### src/tcs_regs.svh
// register layout and reset constants for the four-channel timer control/status block
// assumes: included by bare name from the block's design files; definitions only
//
// How it works
// RULE_01: flag bits accept only zero writes
// RULE_02: reset loads ch2 with 10, others zero
// RULE_03: clear needs read-as-one then zero write
// RULE_04: B match sets B flag in compare mode
// RULE_05: capture copies counter, sets B flag
// RULE_06: capture enable suppresses partner B flag
// RULE_07: A match always sets A flag
// RULE_08: counter wrap to zero sets overflow
// RULE_09: gate low blocks all converter starts
// RULE_10: gate high, enable low: pin starts
// RULE_11: gate high, enable high: compare A starts
// RULE_12: converter gate arrives as input signal
// RULE_13: ch2 bit4 read/write, resets to one
// RULE_14: capture enable picks compare or capture
// RULE_15: partner A still matches, outputs, interrupts
// RULE_16: partner B match: no output, interrupt
// RULE_17: capture channel A matches; pin input only
// RULE_18: capture sets B flag and interrupt
// RULE_19: channels 2/3 mirror channels 0/1
// RULE_20: bits 3..0 read/write, reset zero
// RULE_21: select codes keep/zero/one/toggle; all-zero disables
// RULE_22: interrupt needs flag and enable
// RULE_23: set beats clear in same cycle
`ifndef TCS_REGS_SVH
`define TCS_REGS_SVH

// ***************************************************************
// register indices (one byte register per channel)
// ***************************************************************
`define TCS_IDX_CH0        2'h0
`define TCS_IDX_CH1        2'h1
`define TCS_IDX_CH2        2'h2
`define TCS_IDX_CH3        2'h3

// ***************************************************************
// field positions
// ***************************************************************
`define TCS_FLAG_B_BIT     7
`define TCS_FLAG_A_BIT     6
`define TCS_FLAG_OVF_BIT   5
`define TCS_MODE_BIT       4
`define TCS_SEL_B_HI       3
`define TCS_SEL_B_LO       2
`define TCS_SEL_A_HI       1
`define TCS_SEL_A_LO       0

// ***************************************************************
// reset values and counter limits
// ***************************************************************
`define TCS_CSR_RST_CH0    8'h00
`define TCS_CSR_RST_CH1    8'h00
`define TCS_CSR_RST_CH2    8'h10
`define TCS_CSR_RST_CH3    8'h00
`define TCS_COUNT_MAX      8'hFF

`endif

### src/tcs_pkg.sv
// types shared by the timer control/status block
// assumes: compiled before any module of the block
`default_nettype none
package tcs_pkg;
   // compare-match output action, numerically ordered by priority
   typedef enum logic [1:0] {
      TCS_OUT_KEEP   = 2'h0,
      TCS_OUT_ZERO   = 2'h1,
      TCS_OUT_ONE    = 2'h2,
      TCS_OUT_TOGGLE = 2'h3
   } tcs_out_sel_t;

   // capture edge choice when register b captures
   typedef enum logic [1:0] {
      TCS_EDGE_RISE = 2'h0,
      TCS_EDGE_FALL = 2'h1,
      TCS_EDGE_BOTH = 2'h2,
      TCS_EDGE_NONE = 2'h3
   } tcs_edge_t;
endpackage : tcs_pkg
`default_nettype wire

### src/tcs_flag.sv
// one status flag with read-then-write-zero clearing
// assumes: read and write strobes are one-cycle pulses from the register port
`timescale 1ns/1ps
`default_nettype none
module tcs_flag (
   input  wire logic i_clk,
   input  wire logic i_rst_b,
   input  wire logic i_set,     // hardware event
   input  wire logic i_read,    // register read strobe
   input  wire logic i_write,   // register write strobe
   input  wire logic i_wbit,    // written value of this bit
   output logic      o_flag
);
   logic armed;                 // flag was read as one since last write

   // clear only after a read that saw one, then a zero write [RULE_03]
   wire do_clear = i_write & ~i_wbit & armed;                 // [RULE_01]

   // ***************************************************************
   // flag and arm state
   // ***************************************************************
   // set dominates so no event is lost [RULE_23]
   always_ff @(posedge i_clk) begin
      if (!i_rst_b) begin
         o_flag <= 1'b0;
         armed  <= 1'b0;
      end else begin
         o_flag <= i_set | (o_flag & ~do_clear);
         // any write consumes the arm; a read while set re-arms
         armed  <= i_write ? 1'b0 : (armed | (i_read & o_flag));
      end
   end
endmodule : tcs_flag
`default_nettype wire

### src/tcs_pin.sv
// compare-match driven timer output level for one channel
// assumes: match inputs are one-cycle pulses, already gated by the caller
`timescale 1ns/1ps
`default_nettype none
module tcs_pin (
   input  wire logic                  i_clk,
   input  wire logic                  i_rst_b,
   input  wire logic                  i_match_a,
   input  wire logic                  i_match_b,
   input  wire tcs_pkg::tcs_out_sel_t i_sel_a,
   input  wire tcs_pkg::tcs_out_sel_t i_sel_b,
   output logic                       o_level
);
   // simultaneous matches: the larger code wins (toggle > one > zero) [RULE_21]
   wire tcs_pkg::tcs_out_sel_t act_a = i_match_a ? i_sel_a : tcs_pkg::TCS_OUT_KEEP;
   wire tcs_pkg::tcs_out_sel_t act_b = i_match_b ? i_sel_b : tcs_pkg::TCS_OUT_KEEP;
   wire tcs_pkg::tcs_out_sel_t act   = (act_a > act_b) ? act_a : act_b;
   logic next_level;

   always_comb begin
      unique case (act)
         tcs_pkg::TCS_OUT_KEEP:   next_level = o_level;
         tcs_pkg::TCS_OUT_ZERO:   next_level = 1'b0;
         tcs_pkg::TCS_OUT_ONE:    next_level = 1'b1;
         tcs_pkg::TCS_OUT_TOGGLE: next_level = ~o_level;
      endcase
   end

   // output level register
   always_ff @(posedge i_clk) begin
      if (!i_rst_b) begin
         o_level <= 1'b0;
      end else begin
         o_level <= next_level;
      end
   end
endmodule : tcs_pin
`default_nettype wire

### src/tcs_ctrl.sv
// control/status logic of four 8-bit timer channels in two pairs (0/1, 2/3)
// assumes: counter, compare registers, clock select and irq enables live outside;
// i_count_tick marks the cycle in which a channel's counter is about to update;
// i_rst_b is asserted by device reset and by standby entry alike
`include "tcs_regs.svh"
`timescale 1ns/1ps
`default_nettype none
module tcs_ctrl #(
   parameter int NCH = 4        // channels; pairing logic assumes four
) (
   input  wire logic                i_clk,
   input  wire logic                i_rst_b,
   // register port
   input  wire logic [1:0]          i_addr,
   input  wire logic                i_rd,
   input  wire logic                i_wr,
   input  wire logic [7:0]          i_wdata,
   output logic      [7:0]          o_rdata,
   // counter side
   input  wire logic [NCH-1:0]      i_count_tick,
   input  wire logic [NCH-1:0][7:0] i_counter8,
   input  wire logic [NCH-1:0][7:0] i_compare_reg_a,
   input  wire logic [NCH-1:0][7:0] i_compare_reg_b,
   // interrupt enables from the channel control registers
   input  wire logic [NCH-1:0]      i_compare_a_irq_en,
   input  wire logic [NCH-1:0]      i_compare_b_irq_en,
   input  wire logic [NCH-1:0]      i_overflow_irq_en,
   // capture pins of channels 1 and 3 (index 0 = ch1, 1 = ch3)
   input  wire logic [1:0]          i_timer_io_pin,
   // converter interface
   input  wire logic                i_converter_trigger_gate,
   input  wire logic                i_converter_ext_trigger_pin,
   output logic                     o_converter_start,
   // capture results toward register b of ch1/ch3
   output logic [1:0]               o_capture_strobe,
   output logic [1:0][7:0]          o_capture_value,
   // timer outputs
   output logic [NCH-1:0]           o_timer_out_pin,
   output logic [NCH-1:0]           o_timer_out_en,
   // interrupt requests
   output logic [NCH-1:0]           o_compare_a_irq,
   output logic [NCH-1:0]           o_compare_b_irq,
   output logic [NCH-1:0]           o_overflow_irq
);
   // ***************************************************************
   // helpers
   // ***************************************************************
   // edge detect against the selected capture edge
   function automatic logic edge_hit(input logic cur, input logic prev,
                                     input tcs_pkg::tcs_edge_t sel);
      logic rise;
      logic fall;
      rise = cur & ~prev;
      fall = ~cur & prev;
      unique case (sel)
         tcs_pkg::TCS_EDGE_RISE: edge_hit = rise;
         tcs_pkg::TCS_EDGE_FALL: edge_hit = fall;
         tcs_pkg::TCS_EDGE_BOTH: edge_hit = rise | fall;
         tcs_pkg::TCS_EDGE_NONE: edge_hit = 1'b0;
      endcase
   endfunction : edge_hit

   // per-channel reset value of the control fields
   function automatic logic [7:0] csr_reset(input int ch);
      unique case (ch)
         0:       csr_reset = `TCS_CSR_RST_CH0;
         1:       csr_reset = `TCS_CSR_RST_CH1;
         2:       csr_reset = `TCS_CSR_RST_CH2;   // bit 4 comes up set [RULE_13]
         default: csr_reset = `TCS_CSR_RST_CH3;
      endcase
   endfunction : csr_reset

   // ***************************************************************
   // storage
   // ***************************************************************
   logic [NCH-1:0][4:0] ctrl_bits;      // bit 4 and select fields 3..0
   logic [NCH-1:0]      compare_b_flag; // flag bit 7
   logic [NCH-1:0]      compare_a_flag; // flag bit 6
   logic [NCH-1:0]      overflow_flag;  // flag bit 5
   logic [1:0]          pin_prev;       // last sample of capture pins

   // ***************************************************************
   // register decode
   // ***************************************************************
   logic [NCH-1:0] sel_ch;              // one-hot channel select
   logic [NCH-1:0] wr_ch;               // write strobe per channel
   logic [NCH-1:0] rd_ch;               // read strobe per channel
   logic [7:0]     rd_mux;              // read value before the output flop

   always_comb begin
      sel_ch = '0;
      sel_ch[i_addr] = 1'b1;
   end
   assign wr_ch = sel_ch & {NCH{i_wr}};
   assign rd_ch = sel_ch & {NCH{i_rd}};

   // read value: flags over the control fields
   assign rd_mux = {compare_b_flag[i_addr], compare_a_flag[i_addr],
                    overflow_flag[i_addr], ctrl_bits[i_addr]};

   // ***************************************************************
   // field views
   // ***************************************************************
   logic [1:0] capture_enable;          // pair 0 = ch1 bit 4, pair 1 = ch3 bit 4
   logic       converter_trigger_enable;

   // capture enable selects the role of register b [RULE_14]
   assign capture_enable[0]        = ctrl_bits[`TCS_IDX_CH1][`TCS_MODE_BIT];
   assign capture_enable[1]        = ctrl_bits[`TCS_IDX_CH3][`TCS_MODE_BIT];
   assign converter_trigger_enable = ctrl_bits[`TCS_IDX_CH0][`TCS_MODE_BIT];  // [RULE_09]

   // ***************************************************************
   // match, overflow and capture events
   // ***************************************************************
   logic [NCH-1:0] match_a;             // counter equals register a at update
   logic [NCH-1:0] match_b_raw;         // counter equals register b at update
   logic [NCH-1:0] match_b;             // register b match allowed to act
   logic [NCH-1:0] wrap;                // counter rolls over to zero
   logic [NCH-1:0] pair_cap;            // capture enable of each channel's pair
   logic [NCH-1:0] is_cap_ch;           // channel is the capturing one of its pair
   logic [1:0]     capture_hit;         // capture edge seen this cycle

   // matches count only when the matched value is being left, as the counter steps
   genvar g;
   generate
      for (g = 0; g < NCH; g++) begin : g_evt
         assign pair_cap[g]    = capture_enable[g/2];
         assign is_cap_ch[g]   = (g % 2) == 1;
         assign match_a[g]     = i_count_tick[g] & (i_counter8[g] == i_compare_reg_a[g]);  // [RULE_07]
         assign match_b_raw[g] = i_count_tick[g] & (i_counter8[g] == i_compare_reg_b[g]);
         // b match acts only while b is a compare register and pair is not capturing
         assign match_b[g]     = match_b_raw[g] & ~pair_cap[g];             // [RULE_04] [RULE_06] [RULE_19]
         assign wrap[g]        = i_count_tick[g] & (i_counter8[g] == `TCS_COUNT_MAX);  // [RULE_08]
      end
   endgenerate

   // capture edge per pair, edge chosen by bits 3..2 of the capturing channel
   assign capture_hit[0] = capture_enable[0] &
      edge_hit(i_timer_io_pin[0], pin_prev[0],
               tcs_pkg::tcs_edge_t'(ctrl_bits[`TCS_IDX_CH1][`TCS_SEL_B_HI:`TCS_SEL_B_LO]));
   assign capture_hit[1] = capture_enable[1] &
      edge_hit(i_timer_io_pin[1], pin_prev[1],
               tcs_pkg::tcs_edge_t'(ctrl_bits[`TCS_IDX_CH3][`TCS_SEL_B_HI:`TCS_SEL_B_LO]));

   // b flag set sources: compare match, or capture on the capturing channel
   logic [NCH-1:0] set_b;
   assign set_b = match_b | {capture_hit[1], 1'b0, capture_hit[0], 1'b0};  // [RULE_05] [RULE_18]

   // ***************************************************************
   // status flags
   // ***************************************************************
   generate
      for (g = 0; g < NCH; g++) begin : g_flag
         tcs_flag u_flag_b (
            .i_clk   (i_clk),
            .i_rst_b (i_rst_b),
            .i_set   (set_b[g]),
            .i_read  (rd_ch[g]),
            .i_write (wr_ch[g]),
            .i_wbit  (i_wdata[`TCS_FLAG_B_BIT]),
            .o_flag  (compare_b_flag[g])
         );
         tcs_flag u_flag_a (
            .i_clk   (i_clk),
            .i_rst_b (i_rst_b),
            .i_set   (match_a[g]),                                          // [RULE_15] [RULE_17]
            .i_read  (rd_ch[g]),
            .i_write (wr_ch[g]),
            .i_wbit  (i_wdata[`TCS_FLAG_A_BIT]),
            .o_flag  (compare_a_flag[g])
         );
         tcs_flag u_flag_ovf (
            .i_clk   (i_clk),
            .i_rst_b (i_rst_b),
            .i_set   (wrap[g]),
            .i_read  (rd_ch[g]),
            .i_write (wr_ch[g]),
            .i_wbit  (i_wdata[`TCS_FLAG_OVF_BIT]),
            .o_flag  (overflow_flag[g])
         );
      end
   endgenerate

   // ***************************************************************
   // control fields
   // ***************************************************************
   // bit 4 and bits 3..0 are plain read/write; writes leave flag bits to the flag cells
   generate
      for (g = 0; g < NCH; g++) begin : g_ctrl
         always_ff @(posedge i_clk) begin
            if (!i_rst_b) begin
               ctrl_bits[g] <= 5'(csr_reset(g));                            // [RULE_02] [RULE_20]
            end else if (wr_ch[g]) begin
               ctrl_bits[g] <= i_wdata[4:0];                                // [RULE_13] [RULE_20]
            end
         end
      end
   endgenerate

   // ***************************************************************
   // read data, capture pin history and capture results
   // ***************************************************************
   // read data held until the next read; one cycle after the strobe
   always_ff @(posedge i_clk) begin
      if (!i_rst_b) begin
         o_rdata <= 8'h00;
      end else if (i_rd) begin
         o_rdata <= rd_mux;
      end
   end

   // pins are already synchronous; one stage of history feeds edge detect
   always_ff @(posedge i_clk) begin
      if (!i_rst_b) begin
         pin_prev <= 2'h0;
      end else begin
         pin_prev <= i_timer_io_pin;
      end
   end

   // the captured counter value is handed to register b with a strobe [RULE_05]
   always_ff @(posedge i_clk) begin
      if (!i_rst_b) begin
         o_capture_strobe <= 2'h0;
         o_capture_value  <= '0;
      end else begin
         o_capture_strobe <= capture_hit;
         if (capture_hit[0]) begin
            o_capture_value[0] <= i_counter8[`TCS_IDX_CH1];
         end
         if (capture_hit[1]) begin
            o_capture_value[1] <= i_counter8[`TCS_IDX_CH3];
         end
      end
   end

   // ***************************************************************
   // timer outputs
   // ***************************************************************
   // a capturing channel's pin is input only; its partner loses b-match output
   generate
      for (g = 0; g < NCH; g++) begin : g_pin
         logic pin_level;
         tcs_pin u_pin (
            .i_clk     (i_clk),
            .i_rst_b   (i_rst_b),
            .i_match_a (match_a[g]),                                        // [RULE_15]
            .i_match_b (match_b[g]),                                        // [RULE_16]
            .i_sel_a   (tcs_pkg::tcs_out_sel_t'(ctrl_bits[g][`TCS_SEL_A_HI:`TCS_SEL_A_LO])),
            .i_sel_b   (tcs_pkg::tcs_out_sel_t'(ctrl_bits[g][`TCS_SEL_B_HI:`TCS_SEL_B_LO])),
            .o_level   (pin_level)
         );
         assign o_timer_out_pin[g] = pin_level;
         // both select fields (all four bits 3..0) zero disables the output [RULE_21]
         assign o_timer_out_en[g]  = (ctrl_bits[g][3:0] != 4'h0) &
                                     ~(pair_cap[g] & is_cap_ch[g]);          // [RULE_17] [RULE_19]
      end
   endgenerate

   // ***************************************************************
   // interrupts and converter start
   // ***************************************************************
   // requests follow the flags, gated by the enables [RULE_22]
   assign o_compare_a_irq = compare_a_flag & i_compare_a_irq_en;
   assign o_compare_b_irq = compare_b_flag & i_compare_b_irq_en;          // [RULE_16] [RULE_18]
   assign o_overflow_irq  = overflow_flag  & i_overflow_irq_en;

   // gate low blocks both sources; enable chooses compare a of ch0 or the pin
   assign o_converter_start = i_converter_trigger_gate &                  // [RULE_09] [RULE_12]
                              (converter_trigger_enable ? match_a[`TCS_IDX_CH0]  // [RULE_11]
                                                        : i_converter_ext_trigger_pin);  // [RULE_10]
endmodule : tcs_ctrl
`default_nettype wire

### config.mk
export PLATFORM = sky130hd
export DESIGN_NAME = tcs_ctrl
export DESIGN_NICKNAME = d
export VERILOG_FILES = /design/src/tcs_pkg.sv /design/src/tcs_flag.sv /design/src/tcs_pin.sv /design/src/tcs_ctrl.sv
export VERILOG_INCLUDE_DIRS = /design/src
export SDC_FILE = /design/constraint.sdc
export NUM_CORES = 1
export LEC_CHECK = 0
export BUFFER_PORTS_ARGS = -buffer_cell sky130_fd_sc_hd__clkbuf_2
export CORE_MARGIN = 1.5
export CORE_UTILIZATION = 45
export CTS_CLUSTER_SIZE = 14
export DETAILED_ROUTE_END_ITERATION = 16
export PLACE_DENSITY = 0.78
export SETUP_SLACK_MARGIN = 0.05
export SYNTH_ARGS = -nofsm -noshare
export SYNTH_HDL_FRONTEND = slang
export SYNTH_SLANG_ARGS = --single-unit
### constraint.sdc
create_clock -name i_clk -period 2.03 [get_ports i_clk]
set_input_delay 0.406 -clock i_clk [delete_from_list [all_inputs] [get_ports i_clk]]
set_output_delay 0.406 -clock i_clk [all_outputs]
set_load 0.005 [all_outputs]
==> results.md, run 1 <==
Status:
- The flow ran to the end, and the final reports show no timing, DRC or antenna violations.

STA:
- Based on the critical path, the design can be clocked at up to 496 MHz.
- The final critical path takes up 99.4% of the cycle.
- Setup repair after global routing could not meet its margin everywhere.
- The actual transition at the worst max-transition pin is 515 ps.
- The max-slew violation count came to 0.
- The max-slew headroom at the worst pin is 65.4%.
- The worst clock skew is 5.18 ps.
- The final worst slack is 11.8 ps.
- The minimum clock period after layout is 2020 ps.
- The hold violation total from the final report is 0.
- Setup violations remaining at the end of the flow were counted as 0.
- The tightest hold path in the finished design has a slack of 309 ps.
- In the final timing run, aggregate negative setup slack is 0 ps.

Synth:
- Among all flip-flop cells after synthesis, the most frequent one is sky130_fd_sc_hd__dfxtp_1.
- The number of storage elements in the synthesis netlist is 76.
- The share of the yosys chip area belonging to registers is 33.7%.
- The net count after synthesis is 682.
- After synthesis, the netlist uses 38 different library cells.
- After technology mapping, the gate count stands at 536.
- The cell area after synthesis is 4520 sq um.
- After synthesis, the mean cell area works out to 8.43 sq um.
- The number of warnings reported in the yosys synthesis log is 0.
- The synthesized design contains 0 enable-type register cells.
- The proportion of register bits with asynchronous set or reset after synthesis is 0%.

Worst setup path:
- The arrival time at the worst endpoint is 2260 ps.
- The kind of start point of the critical path is a register.
- The worst setup path is captured at a register.
- The data required time of the worst path is 2270 ps.
- Of all nets on the critical path, the largest fanout is 3.
- Traced cell by cell, the critical path runs through nor2b_2 -> o2111ai_2 -> nor4b_4 -> nand2_2 -> ha_4 -> nor2b_4 -> o2111ai_2 -> nor4_4 -> a211oi_2.
- Counting both buffers and inverters, the worst setup path holds a total of 0.
- The critical path start-end classification is register to register.
- For this run, the slowest stage of the critical path takes 350 ps.
- The cell type group with the largest total delay on the critical path is simple AND/OR/NAND/NOR gates.
- In this design, the critical path's most frequently occurring cell is sky130_fd_sc_hd__o2111ai_2.
- For the worst flop-to-flop path, the logic depth is 9.
- The path length in cells of the critical path is 9.
- The slowest stage of the critical path belongs to the cell sky130_fd_sc_hd__nor4b_4.

Clock network:
- The number of H-tree levels is 3.
- The TritonCTS sink count is 76.
- At the later pin of the worst-skew pair, clock insertion delay measures 350 ps.
- The CTS tree is done.
- The count of hold buffers inserted by post-cts repair is 0.
- Clock-pin slew was measured on the worst setup and hold paths at 90 ps.
- In this run the deepest clock path goes through 2 buffers.
- The cell sitting at the root of the clock tree is a sky130_fd_sc_hd__clkbuf_8.
- The number of clock buffers inserted by TritonCTS is 9.

GRT:
- The initial antenna violation count is 0.
- The total routing usage reported by global routing is 25.0%.
- The via count of the first global-routing pass came to 4532.
- The sum of overflow across all layers after global routing is 0.
- The wire length of the first global-routing pass is 20.7 mm.
- The maximum number of pins on one net before global-route repair is 52.

Worst hold path:
- The class of the most critical hold timing path is input port to register.
- The worst hold path depth is 3.

Power:
- The internal portion of the total power is 2.69 mW.
- The share of total power dissipated in sequential elements is 42.0%.
- The analysis attributes to net switching a power of 973 uW.
- The worst-case IR drop observed on VDD is 0.000367 V.
- The switching share of total power is 26.6%.
- The clock power share is 39.0%.
- In this run, the combinational gates consume 18.9% of the power.
- Summing internal, switching and leakage power gives 3.66 mW.
- In this run the power density over the cells is 556 nW/um^2.
- Summed over all cells, the static leakage comes to 3.02 nW.

Flow run:
- The count of maximum capacitance violations is 0.

Detailed routing:
- For this run, the detailed router's first-pass iteration total came to 5.
- The routed layout has 4757 vias.
- In the routed design, unresolved DRC markers number 0.
- The antenna violation net count after detailed routing is 0.
- The initial detailed-routing violation count is 182.
- Dividing the detail-routed via count by the number of cells gives 5.30.
- The final routed wirelength across all metal layers is 13.8 mm.
- Dividing the detail-routed wire length by the instance count gives 15.4 microns.

Cells and area:
- The layout-stage area growth over the synthesis result is 46.0%.
- The repair_antennas step left the layout with diodes totalling 0.
- Cells fill 67.5% of the core in the end.
- Leaving out fill and tap cells, the most frequent cell in the layout is sky130_fd_sc_hd__clkbuf_2.
- In the final layout, the share of cells above drive strength 1 is 40.4%.
- The library cells used most frequently in the layout, excluding fill and tap cells, are 170 x sky130_fd_sc_hd__clkbuf_2, 74 x sky130_fd_sc_hd__dfxtp_1, 61 x sky130_fd_sc_hd__buf_4, 49 x sky130_fd_sc_hd__xnor2_1, 49 x sky130_fd_sc_hd__nand2_1.
- The net count of the finished layout is 906.

Die:
- In this run the standard cell core region covers 9770 sq um.
- After floorplanning, the core was divided into 36 placement rows.
- From left edge to right edge, the die measures 103 microns.
- The floorplan die height is 103 microns.
- Once the floorplan was initialized, standard cells occupied 46.2% of the core.
- The top-level I/O count is 177.
- The area of the die is 10600 sq um.

Place:
- Prior to clock tree synthesis, the placed netlist has a worst setup slack of -396 ps.
- After legalization and detailed placement, the total HPWL measured 10.6 mm.
- The placer's final routability congestion estimate is 0.829.
- During placement, the flow inserted port buffers numbering 176.
power by group through the flow:
stage	Combinational [mW]	Clock (mW)	Sequential [mW]
global placement	0.605	0	1.57
finish	0.694	1.43	1.54
global route	0.754	1.50	1.54
floorplan	0.306	0	1.56
CTS	0.633	1.45	1.54
detailed placement	0.624	0	1.57
layer usage:
layer  vias to the layer above  part of all wire, %  global-route usage, %
met5                         -                    0                      0
met4                         0                  2.5                   10.2
met3                        28                  5.9                   4.97
met2                       184                   51                   45.2
met1                      2218                   41                   28.8
li1                       2327                    -                      -
Yosys cell counts (4+ instances only):
cell type                    n  area (sq um)
sky130_fd_sc_hd__nor2b_1     6          37.5
sky130_fd_sc_hd__nand3_1    32           160
sky130_fd_sc_hd__xnor2_1    60           526
sky130_fd_sc_hd__and3_1      6          37.5
sky130_fd_sc_hd__nand3b_1    6          45.0
sky130_fd_sc_hd__o31a_1      8          70.1
sky130_fd_sc_hd__o21a_1      9          67.6
sky130_fd_sc_hd__nor3_1     11          55.1
sky130_fd_sc_hd__ha_1       16           200
sky130_fd_sc_hd__dfxtp_1    76          1520
sky130_fd_sc_hd__mux2i_1    18           180
sky130_fd_sc_hd__a211oi_1    4          30.0
sky130_fd_sc_hd__buf_4       5          37.5
sky130_fd_sc_hd__mux4_1      6           158
sky130_fd_sc_hd__nor4_1      8          50.1
sky130_fd_sc_hd__buf_2       6          30.0
sky130_fd_sc_hd__a21oi_1    42           210
sky130_fd_sc_hd__nor2_1     40           150
sky130_fd_sc_hd__o2111ai_1   5          43.8
sky130_fd_sc_hd__o21ai_0    29           145
sky130_fd_sc_hd__nand4_1    14          87.6
sky130_fd_sc_hd__and2_1     22           138
sky130_fd_sc_hd__nand2_1    53           199
sky130_fd_sc_hd__inv_1      20          75.1
sky130_fd_sc_hd__clkbuf_1   12          45.0
sky130_fd_sc_hd__nand2b_1    6          37.5
kinds of logic after synthesis:
| kind of cell | Yosys count | synth area share, % |
|---|---|---|
| mux | 26 | 8.48 |
| simple gates | 212 | 23.8 |
| buf+inv | 45 | 4.49 |
| compound gates | 100 | 13.3 |
| fa+ha+maj | 16 | 4.43 |
| flops | 76 | 33.7 |
| xor+xnor | 61 | 11.8 |
final cells by class:
cell class                 count  area (sq um)
fill                         814          3180
clock inverter                 7           123
inverter                      21          81.3
timing repair buffer         237          1400
clock buffer                   9           124
tap                          133           166
multi-input combinational    415          3180
sequential                    76          1520
state kept, by name, indices dropped and copies added, names as in the netlist:
signal                    flops
g_pin.u_pin.o_level           4
g_flag.u_flag_a.armed         4
g_flag.u_flag_b.armed         4
o_capture_value              16
o_capture_strobe              2
g_flag.u_flag_ovf.armed       4
capture_enable                2
g_flag.u_flag_a.o_flag        4
converter_trigger_enable      1
o_rdata                       8
pin_prev                      2
g_flag.u_flag_b.o_flag        4
ctrl_bits                    17
g_flag.u_flag_ovf.o_flag      4
path summary, 6_finish.rpt:
path	start	to	slack [ps]
max	capture_enable[0]	g_pin[0].u_pin.o_level	10
max reg2reg	capture_enable[0]	g_pin[0].u_pin.o_level	10
min	i_timer_io_pin[1]	pin_prev[1]	310
min reg2reg	g_flag[2].u_flag_ovf.armed	g_flag[2].u_flag_ovf.armed	470
through the flow:
step | instances | instance area [sq um]
final | 898 | 6600
after detailed placement | 875 | 5910
after global routing | 898 | 6600
after floorplan | 536 | 4570
after CTS | 894 | 6230
after global placement | 875 | 5910
tightest hold or removal path, delay by kind of cell:
kind                   cells  cell delay (ps)
buffers and inverters      2              170
and+or+nand+nor            1               50
repair_timing:
action,4_1_cts,5_1_grt
setup buffers,3,4
resized for setup,9,72
setup endpoints to repair,2,5
pin swaps,6,28
Note: power is estimated with default switching activity, not from simulation.
==> run 2, diff against run 1 <==
- BUFFER_PORTS_ARGS: -buffer_cell sky130_fd_sc_hd__clkbuf_2 -> not set
- CAP_MARGIN: not set -> 0
- CORE_UTILIZATION: 45 -> 50
- DONT_BUFFER_PORTS: not set -> 1
- PLACE_DENSITY: 0.78 -> 0.68
- SKIP_CTS_REPAIR_TIMING: not set -> 1
==> run 2 against run 1 <==
Net effect: die area fell by 9.7%; hold slack got worse by 190 ps; count of clock-buffer cells in the layout rose by 2; via count fell by 16%; clock skew rose by 2.7 ps; sequential share of layout area rose by 6.4 points; final cell count fell by 26%; first-iteration DRC count fell by 13%; non-clock buffer count fell by 206; routed wire length fell by 14%; global-route usage fell by 0.93 points; sequential cell count did not move.
==> results.md, run 2 (synthesis gave the netlist of run 1 again) <==
Clock network:
- The clock network latency to the later pin of the worst-skew pair is 350 ps (about the same).
- The number of clock buffers inserted by TritonCTS is 9 (unchanged).
- The number of buffers on the longest clock path is 2 (unchanged).
- The clock transition time at the flip-flop clock pins of the worst setup and hold paths is 80 ps (about the same).
- The number of H-tree levels is 3 (unchanged).
- The clock root buffer is sky130_fd_sc_hd__clkbuf_8.
- The CTS tree is done.
- The TritonCTS sink count is 76 (unchanged).

Place:
- The count of input and output buffers is 0 (-100%).
- The placer's final routability congestion estimate is 0.829 (about the same).
- The half-perimeter wire length of the detailed placement result is 9.22 mm (-13%).

Cells and area:
- The share of post-route cells with drive strength above 1 came to 14.7% (-26 points).
- The number of flip-flops in the largest register is 17 (unchanged).
- Counting flops per register, the top entry is ctrl_bits.
- The library cell used most frequently in the layout, excluding fill and tap cells, is sky130_fd_sc_hd__dfxtp_1.
- Relative to the synthesized area, the layout overhead comes to 14.3%.
- The total number of nets in the final design is 700 (-23%).
- In the layout the commonest cells are 75 x sky130_fd_sc_hd__dfxtp_1, 60 x sky130_fd_sc_hd__xnor2_1, 49 x sky130_fd_sc_hd__nand2_1, 42 x sky130_fd_sc_hd__a21oi_1, 40 x sky130_fd_sc_hd__nor2_1.
- The largest registers in the layout are ctrl_bits x17, o_capture_value x16, o_rdata x8.
- The diode insertion count for antenna repair is 0 (unchanged).

Detailed routing:
- The vias after detailed routing was 4019 (-16%).
- The antenna violation net count after detailed routing was 0 (unchanged).
- The number of search-and-repair iterations in the first detailed-routing pass is 4 (-1).
- The detail-routed net length per standard cell was 17.9 microns (+16%).
- The initial detailed-routing violation count is 158 (-13%).
- The remaining routing DRC violations is 0 (unchanged).
- The final routed wirelength across all metal layers came to 11.9 mm (-14%).
- The number of vias per cell is 6.03 (+14%).

Die:
- The width of the die is 98.0 microns (-5.0%).
- The cell row count was 34 (-5.6%).
- The top-level I/O count is 177 (unchanged).
- The floorplan die height is 98.0 microns (-5.0%).
- The effective utilization at floorplan is 51.8% (+5.6 points).
- The area inside the core boundary came to 8720 sq um (-11%).
- The area of the die is 9610 sq um (-9.7%).

Worst setup path:
- The cell count of the worst reg-to-reg path came to 9 (unchanged).
- In this run the critical register-to-register path is captured at g_pin[0].u_pin.o_level.
- The worst setup path is launched from a register.
- The data required time of the worst path is 2300 ps (+30 ps).
- STA classifies the critical path endpoint as a register.
- The worst register-to-register path begins at capture_enable[0].
- The arrival time at the worst endpoint came to 2220 ps (-40 ps).
- The highest fanout seen on the critical path is 3 (unchanged).
- The minimum setup slack among reg-to-reg paths came to 80 ps (+70 ps).
- The critical path start-end classification is register to register.

STA:
- The final count of negative-setup-slack endpoints was 0 (unchanged).
- The worst clock skew is 7.83 ps (+2.65 ps).
- The minimum clock period after layout came to 1950 ps (-66.5 ps).
- The maximum achievable frequency was 512 MHz (+3.4%).
- The ratio of final minimum period to clock period is 96.1% (-3.3 points).
- The max-slew headroom at the worst pin is 60.7% (-4.7 points).
- The total negative setup slack is 0 ps (unchanged).
- Setup repair after global routing could not meet its margin everywhere.
- The max-slew violation count is 0 (unchanged).
- The actual transition at the worst max-transition pin is 585 ps (+70.1 ps).
- The hold violation total from the final report was 0 (unchanged).

GRT:
- The initial antenna violation count is 0 (unchanged).
- The sum of overflow across all layers after global routing came to 0 (unchanged).
- The via count of the first global-routing pass was 3947 (-13%).
- The total routing usage reported by global routing is 24.0% (-0.93 points).
- The wire length of the first global-routing pass came to 18.8 mm (-9.1%).
- The maximum number of pins on one net before global-route repair is 31 (-40%).

Power:
- The total design power is 3.03 mW (-17%).
- The reported leakage power is 1.97 nW (-35%).
- The maximum ir drop on the vdd rail is 0.000250 V (-32%).
- The power density relative to cell area came to 587 nW/um^2 (+5.7%).

Worst hold path:
- The worst-case hold path end point is ctrl_bits[14].
- The class of the most critical hold timing path is input port to register.
- The worst hold path depth is 1 (-2).
- The worst hold path begins at i_rst_b.

Status:
- The flow ran to the end, and the final reports show no timing, DRC or antenna violations.

Flow run:
- The count of maximum capacitance violations is 0 (unchanged).
run 2: cell count changes in the layout (fill, tap and decap cells not counted), moves of 8 or more:
cell | previous run | this run
sky130_fd_sc_hd__buf_4 | 61 | 30
sky130_fd_sc_hd__xnor2_1 | 49 | 60
sky130_fd_sc_hd__xnor2_2 | 8 | 0
sky130_fd_sc_hd__clkbuf_2 | 170 | 0
run 2: metrics by stage:
step                utilization, %  setup WS [ps]  cells  hold WS (ps)  area [sq um]
floorplan                        -           17.4    536           428          4570
global placement              54.7           -114    645           448          4770
detailed placement            54.7           -231    645           454          4770
CTS                           56.8           -106    660           118          4950
global route                  59.2          -10.3    666           117          5160
finish                        59.2           78.3    666           123          5160
run 2: worst max path at each step:
stage / from / endpoint / slack [ps] / cells past startpoint
final: capture_enable[0] / g_pin[0].u_pin.o_level / 80 / 9
after global routing: capture_enable[0] / g_pin[0].u_pin.o_level / -10 / 9
after CTS: capture_enable[0] / g_pin[0].u_pin.o_level / -110 / 9
after detailed placement: i_compare_reg_b[0] / g_pin[0].u_pin.o_level / -230 / 9
after global placement: i_compare_reg_a[22] / g_pin[2].u_pin.o_level / -110 / 9
after floorplan: i_compare_reg_b[0] / g_pin[0].u_pin.o_level / 20 / 9
run 2: power by group:
group          leakage [nW]  switching, mW  internal [mW]
Sequential            0.615         0.0286           1.51
Combinational          1.26          0.179          0.190
Clock                0.0894          0.556          0.562
Total                  1.97          0.764           2.27
run 2: metal layers:
| layer | track usage, % | part of all wire, % | up-vias |
|---|---|---|---|
| met2 | 42.5 | 49 | 194 |
| met3 | 4.72 | 7.6 | 24 |
| met5 | 0 | 0 | - |
| met1 | 29.1 | 41 | 1886 |
| met4 | 8.35 | 2.3 | 0 |
| li1 | - | - | 1915 |
run 2: cell type report:
class	count	area [sq um]
fillers	812	3560
multi-input cells	415	3000
flip-flops and latches	76	1520
repair buffers	31	236
well taps	108	135
clock buffers	11	131
inverters	21	81.3
clock inverters	4	51.3
run 2: critical path, stage by stage, from the launching register on:
cell                        delay, ps
sky130_fd_sc_hd__dfxtp_2          340
sky130_fd_sc_hd__nor2b_2          120
sky130_fd_sc_hd__o2111ai_2        120
sky130_fd_sc_hd__nor4b_4          310
sky130_fd_sc_hd__nand2_2          120
sky130_fd_sc_hd__ha_4             280
sky130_fd_sc_hd__nor2b_4          130
sky130_fd_sc_hd__o21ai_0           70
sky130_fd_sc_hd__and3_1           190
sky130_fd_sc_hd__a211oi_2         190
